$ cat src/shared/accum_pkg.sv
package accum_pkg;
  // Opcode encodings
  typedef enum logic [2:0] {
    OP_NONE = 3'b000,
    OP_MAGNITUDE = 3'b001,
    OP_SUM_SHIFT = 3'b010,
    OP_SUM_WITH_CARRY = 3'b011,
    OP_UPPER_HALF_SUM = 3'b100,
    OP_SHORT_IMMEDIATE_SUM = 3'b101,
    OP_CONJUNCTION = 3'b110
  } accum_op_e;
  localparam int ACC_WIDTH = 32;
  localparam int WORD_WIDTH = 16;
  localparam int SHORT_IMM_WIDTH = 8;
  localparam logic [4:0] FIRST_SHIFT_MAX = 5'h10;
  localparam logic [4:0] SECOND_SHIFT_MAX = 5'h0f;
  localparam logic [31:0] ACC_RESET = 32'h0000_0000;
  localparam logic CARRY_RESET = 1'b0;
  localparam logic [31:0] LOW_HALF_MASK = 32'h0000_ffff;
endpackage

$ cat src/accumulator_add_and_abs_unit.sv
// What this block does
// - Magnitude op negates a negative accumulator, leaves zero or positive alone
// - Shifted sum: operand shifted left, zero fill, sign extend only in mode
// - First shift count accepts zero through sixteen
// - Second shift count with long immediate limited to zero through fifteen
// - Memory conjunction ANDs low half and clears upper sixteen bits
// - Shifted long constant conjunction treats bits outside the field as zero
// - Shifted sum and conjunction take a sixteen-bit long immediate instead of memory
// - Sum with carry adds memory operand plus carry flag
// - Upper half sum adds operand into upper sixteen, low bits unchanged
// - Upper half sum sets carry on carry out of accumulator top bit
// - Short immediate is eight bits, right justified, never sign extended
`timescale 1ns/1ps
module accumulator_add_and_abs_unit
  import accum_pkg::*;
(
  // Clock and reset
  input wire logic clk_sys,
  input wire logic reset_n,
  // Instruction from decode
  input wire logic op_valid,
  input wire accum_op_e op_code,
  input wire logic use_long_immediate,
  input wire logic [15:0] data_operand,
  input wire logic [15:0] long_immediate,
  input wire logic [7:0] short_immediate,
  input wire logic [4:0] shift_count,
  input wire logic sign_extend_mode_bit,
  // Accumulator state
  output logic [31:0] accumulator_reg,
  output logic carry_flag,
  output logic shift_refused
);
  ////////////////////////////////////////////////////////////////////////////
  logic [31:0] acc_q;
  logic [31:0] acc_d;
  logic carry_q;
  logic carry_d;
  logic refused_q;
  logic refused_d;
  logic [15:0] sel_operand;
  logic sel_extend;
  logic [4:0] sel_shift;
  logic [31:0] shifted;
  logic [31:0] field_mask;
  logic [32:0] sum;
  logic [16:0] upper_sum;
  logic shift_ok;

  ////////////////////////////////////////////////////////////////////////////
  // Operand selection
  always_comb begin
    sel_operand = use_long_immediate ? long_immediate : data_operand;
    sel_extend = sign_extend_mode_bit;
    sel_shift = shift_count;
    shift_ok = 1'b1;
    case (op_code)
      OP_SUM_SHIFT: begin
        if (use_long_immediate) begin
          shift_ok = (shift_count <= SECOND_SHIFT_MAX);
        end else begin
          shift_ok = (shift_count <= FIRST_SHIFT_MAX);
        end
      end
      OP_CONJUNCTION: begin
        // Constant field is never sign extended, the mask clears around it
        sel_extend = 1'b0;
        if (use_long_immediate) begin
          shift_ok = (shift_count <= FIRST_SHIFT_MAX);
        end else begin
          sel_shift = 5'h00;
        end
      end
      OP_SHORT_IMMEDIATE_SUM: begin
        sel_operand = {8'h00, short_immediate};
        sel_extend = 1'b0;
        sel_shift = 5'h00;
      end
      OP_SUM_WITH_CARRY, OP_UPPER_HALF_SUM: begin
        sel_operand = data_operand;
        sel_shift = 5'h00;
      end
      default: begin
        sel_shift = 5'h00;
      end
    endcase
  end

  operand_shifter u_shifter (
    .operand(sel_operand),
    .extend_sign(sel_extend),
    .shift_count(sel_shift),
    .shifted(shifted),
    .field_mask(field_mask)
  );

  ////////////////////////////////////////////////////////////////////////////
  // Execute
  always_comb begin
    acc_d = acc_q;
    carry_d = carry_q;
    refused_d = 1'b0;
    sum = {1'b0, acc_q} + {1'b0, shifted};
    upper_sum = {1'b0, acc_q[31:16]} + {1'b0, data_operand};
    if (op_valid && !shift_ok) begin
      // Out-of-range count: accumulator held, refusal flagged one cycle
      refused_d = 1'b1;
    end else if (op_valid) begin
      case (op_code)
        OP_MAGNITUDE: begin
          if (acc_q[31]) begin
            acc_d = 32'h0000_0000 - acc_q;
          end
        end
        OP_SUM_SHIFT, OP_SHORT_IMMEDIATE_SUM: begin
          acc_d = sum[31:0];
          carry_d = sum[32];
        end
        OP_SUM_WITH_CARRY: begin
          sum = {1'b0, acc_q} + {1'b0, shifted} + {32'h0000_0000, carry_q};
          acc_d = sum[31:0];
          carry_d = sum[32];
        end
        OP_UPPER_HALF_SUM: begin
          acc_d = {upper_sum[15:0], acc_q[15:0]};
          // Only a carry sets the flag; no carry leaves it as it was
          if (upper_sum[16]) begin
            carry_d = 1'b1;
          end
        end
        OP_CONJUNCTION: begin
          if (use_long_immediate) begin
            acc_d = acc_q & shifted & field_mask;
          end else begin
            acc_d = acc_q & shifted & LOW_HALF_MASK;
          end
        end
        default: begin
          acc_d = acc_q;
        end
      endcase
    end
  end

  always_ff @(posedge clk_sys) begin
    if (!reset_n) begin
      acc_q <= ACC_RESET;
      carry_q <= CARRY_RESET;
      refused_q <= 1'b0;
    end else begin
      acc_q <= acc_d;
      carry_q <= carry_d;
      refused_q <= refused_d;
    end
  end

  assign accumulator_reg = acc_q;
  assign carry_flag = carry_q;
  assign shift_refused = refused_q;
endmodule // accumulator_add_and_abs_unit

$ cat src/operand_shifter.sv
`timescale 1ns/1ps
module operand_shifter
  import accum_pkg::*;
(
  // Operand in
  input wire logic [15:0] operand,
  input wire logic extend_sign,
  input wire logic [4:0] shift_count,
  // Shifted operand out
  output logic [31:0] shifted,
  output logic [31:0] field_mask
);
  logic [31:0] widened;
  always_comb begin
    // Upper bits copy the sign only when extension is allowed
    widened = extend_sign ? {{WORD_WIDTH{operand[15]}}, operand} : {16'h0000, operand};
    // Left shift fills vacated low bits with zeros
    shifted = widened << shift_count;
    field_mask = LOW_HALF_MASK << shift_count;
  end
endmodule // operand_shifter

$ cat config.mk
export PLATFORM = sky130hd
export DESIGN_NAME = accumulator_add_and_abs_unit
export DESIGN_NICKNAME = d
export VERILOG_FILES = /design/src/shared/accum_pkg.sv /design/src/accumulator_add_and_abs_unit.sv /design/src/operand_shifter.sv
export SDC_FILE = /design/constraint.sdc
export NUM_CORES = 1
export LEC_CHECK = 0
export BUFFER_PORTS_ARGS = -buffer_cell sky130_fd_sc_hd__buf_2
export CAP_MARGIN = 5
export CORE_MARGIN = 2
export CORE_UTILIZATION = 56
export DETAILED_ROUTE_END_ITERATION = 7
export GPL_ROUTABILITY_DRIVEN = 0
export PLACE_DENSITY_LB_ADDON = 0.12
export SETUP_SLACK_MARGIN = 0.5
export SLEW_MARGIN = 20
export SYNTH_ARGS = -nofsm -noshare
export SYNTH_HDL_FRONTEND = slang
export SYNTH_SLANG_ARGS = --single-unit
export TNS_END_PERCENT = 50
$ cat constraint.sdc
create_clock -name clk_sys -period 5.9 [get_ports clk_sys]
set_clock_uncertainty 0.1 [all_clocks]
set_input_delay 0.59 -clock clk_sys [delete_from_list [all_inputs] [get_ports clk_sys]]
set_output_delay 0.59 -clock clk_sys [all_outputs]
set_load 0.1 [all_outputs]
==> flow_summary_export.csv <==
group,metric,value,unit
timing,slew_headroom,0.2533,
yosys,ys_warn_count,0,
timing,slew_violations,0,
placement,dp_cells,1425,
clock_network,clk_pin_slew_worst_paths,70,ps
timing,finalCritPeriodShare,0.9340,
global_routing,grt_pass1_vias,8999,
power_and_ir_drop,power.switching,1.125,mW
timing,tightest_slew,1120,ps
yosys,syn_area,0.007767,mm^2
global_routing,antenna_found_initial,0,
placement,pre_cts_ws,-95.99,ps
worst_hold_path,hold_path_startpoint,"op_valid",
critical_path,critPathLaunch,"op_code[0]",
worst_hold_path,min_delay_worst_endpoint,"shift_refused",
route,final_antenna_net_count,0,
power_and_ir_drop,seq_power_share,0.141,
critical_path,cp_max_fo,8,
final_layout,drive_gt1_frac,0.2871,
clock_network,cts.sinks,34,
timing,hold_viol,0,
timing,finalCriticalPeriod,5511,ps
placement,hpwl,24.19,mm
route,drt_iter0_drc,1999,
yosys,netlist_instances,1130,
timing,setup_slack,389.3,ps
route,avgRoutedWirePerCell,22.86,um
yosys,synth_top_area_cell,"dfxtp_1",
outcome,status,"complete, but fails checks",
route,viasPerCell,7.198,
route,wl,33.82,mm
critical_path,rr_worst_depth,14,
final_layout,diodes,0,
power_and_ir_drop,internal-power,1.037,mW
clock_network,clock_latency,300,ps
global_routing,grt_usage,0.4138,
yosys,synthArstFlopShare,0,
timing,setup_viol,0,
route,firstDrtPassIters,8,
placement,port_buffers,86,
critical_path,worstPathRequired,5980,ps
yosys,ys_ff_latch,34,
timing,fmax,181.5,MHz
critical_path,r2r_end,"accumulator_reg[24]",
power_and_ir_drop,p_comb_frac,0.723,
critical_path,crit_type,"in2reg",
floorplan,io_pins,87,
final_layout,largest_reg_flops,32,
final_layout,area_growth_syn_to_layout,31.72,%
yosys,synth-seq-area-share,0.08763,
yosys,synth_top_area_share,0.08763,
power_and_ir_drop,power,2.162,mW
final_layout,instances_no_fill,1479,
final_layout,fillerInstances,1059,
floorplan,core-area,0.01372,mm^2
critical_path,start_kind,"input pin",
yosys,synth_ff_type,"dfxtp_1",
timing,rsz0062_at_grt,"yes",
yosys,syn_nets,1238,
route,drc,1,
final_layout,fin_nets,1406,
power_and_ir_drop,p_sw_frac,0.5203,
floorplan,floorplan.rows,43,
power_and_ir_drop,power_frac_clock,0.136,
clock_network,cts_buffers,5,
floorplan,die_h,121.8,um
critical_path,cp-end-kind,"flip-flop",
yosys,synth_cell_types,76,
global_routing,grt_max_degree,29,
yosys,synth.area.top_cells,"dfxtp_1 8.8%, ha_1 8.5%, nor2_1 6.0%",
clock_network,h-tree-depth,2,
timing,hold_slack,419.3,ps
critical_path,crit_arrival,5590,ps
route,route.vias.total,10650,
worst_hold_path,hold_depth,3,
power_and_ir_drop,ir_drop,0.1299,mV
floorplan,start_util,0.5662,
yosys,synth_edf_count,0,
global_routing,grt.overflow.total,0,
clock_network,cts_tree,"built",
floorplan,die_w,121.8,um
final_layout,seqCellArea,680.7,um^2
clock_network,root_buffer,"clkbuf_16",
flow_run,maxCapViolCount,0,
worst_hold_path,min_path_type,"in2reg",
final_layout,multi_input_area,0.007498,mm^2
critical_path,timing.rr.start,"accumulator_reg[0]",
power_and_ir_drop,p_leak,4.311,nW
global_routing,grt_pass1_wl,47.80,mm
critical_path,regToRegSetupSlack,1640,ps
outcome,violations,"design-rule violations",
power_and_ir_drop,power-per-cell-area,211.3,mW/mm^2
clock_network,clockBufferDepth,2,
floorplan,die_area,0.01483,mm^2
clock_network,postCtsHoldBufs,0,
yosys,avgSynthCellArea,6.874,um^2
cell type report:
cell class                 instances  area share
multi-input combinational       1006      0.7329
timing repair buffer             230      0.1562
sequential                        34     0.06653
tap                              180     0.02201
clock buffer                       7     0.01394
inverter                          21    0.007949
clock inverter                     1   0.0004892
Yosys cell counts (8+ instances only):
master / n
nor3_1: 34
mux2i_1: 31
xnor2_1: 52
a311oi_1: 8
a32oi_1: 18
and3_1: 14
nand3_1: 45
clkbuf_1: 61
inv_1: 19
a21o_1: 23
o211ai_1: 12
mux2_2: 12
nor2b_1: 9
a31oi_1: 17
a211oi_1: 21
a21oi_1: 80
ha_1: 53
xor2_1: 36
a221oi_1: 10
o2111ai_1: 14
o21ai_0: 90
nand4_1: 19
o21a_1: 11
dfxtp_1: 34
and2_1: 10
nand2b_1: 12
nor4_1: 12
or4_1: 16
or3_1: 10
a22o_1: 14
nand2_1: 94
nor2_1: 124
cells by family after synthesis:
kind of cell / share of synthesized area
and+or+nand+nor: 0.2779
AOI/OAI and AO/OA: 0.3413
buffers and inverters: 0.04478
xor gates and xnor gates: 0.09923
adders and majority gates: 0.09182
muxes: 0.05735
DFF: 0.08763
what timing repair did:
| item | in CTS | in global routing |
|---|---|---|
| endpoints found under the setup margin | 15 | 18 |
| gates cloned | 0 | 2 |
| gates resized for setup | 28 | 101 |
| pin swaps | 17 | 47 |
| setup buffers | 11 | 33 |
routing by layer:
metal,global-route usage,vias to the layer above,part of all wire
li1,-,4670,-
met1,0.5673,4838,0.38
met2,0.6198,915,0.41
met3,0.08567,223,0.14
met4,0.1925,0,0.061
met5,0,-,0
worst max-delay path by stage:
stage	endpoint	cells after the start	slack, ps
after floorplan	accumulator_reg[30]	23	380
after global placement	accumulator_reg[30]	23	50
after detailed placement	accumulator_reg[30]	23	-100
after CTS	accumulator_reg[30]	23	490
after global routing	accumulator_reg[30]	22	250
final	accumulator_reg[24]	24	390
critical path, cell delays in order:
cell,delay [ps]
buf_8,100
nand2b_4,140
a21oi_4,130
and2_4,180
buf_8,120
buf_4,170
a211oi_1,80
o21bai_2,230
mux2i_2,260
o2bb2ai_2,180
nor2b_4,200
ha_4,230
a21o_1,190
a221o_1,360
buf_6,160
xnor2_4,150
a2111oi_4,400
nand4b_1,210
or3_4,470
buf_4,160
nor3_1,340
a21oi_1,120
o21a_1,210
o221a_2,220
power groups by stage:
| stage | clock network (mW) | registers [mW] | logic (mW) |
|---|---|---|---|
| 6_report | 0.295 | 0.304 | 1.56 |
| 3_5_place_dp | 0 | 0.302 | 1.33 |
| 3_3_place_gp | 0 | 0.302 | 1.31 |
| 4_1_cts | 0.287 | 0.298 | 1.36 |
| 2_1_floorplan | 0 | 0.440 | 0.825 |
| 5_1_grt | 0.295 | 0.305 | 1.65 |
metrics by stage:
step | util | setup TNS (ps) | area [um^2]
after floorplan | - | 0 | 8119
after CTS | 0.6929 | 0 | 9507
after global routing | 0.7457 | 0 | 10230
final | 0.7457 | 0 | 10230
after detailed placement | 0.6680 | -238.4 | 9165
after global placement | 0.6680 | 0 | 9165
cells in the final DEF (no fill, tap or decap), drive strengths merged, types with 16 or more instances in the layout:
cell type and instances:
buf 228, nor2 124, nand2 94, o21ai 90, a21oi 80, ha 53, xnor2 52, nand3 45
xor2 36, dfxtp 34, nor3 34, mux2i 31, a21o 23, a211oi 21, nand4 19, inv 19
a32oi 18, a31oi 17, or4 16
Power figures use the tool's default switching activity.
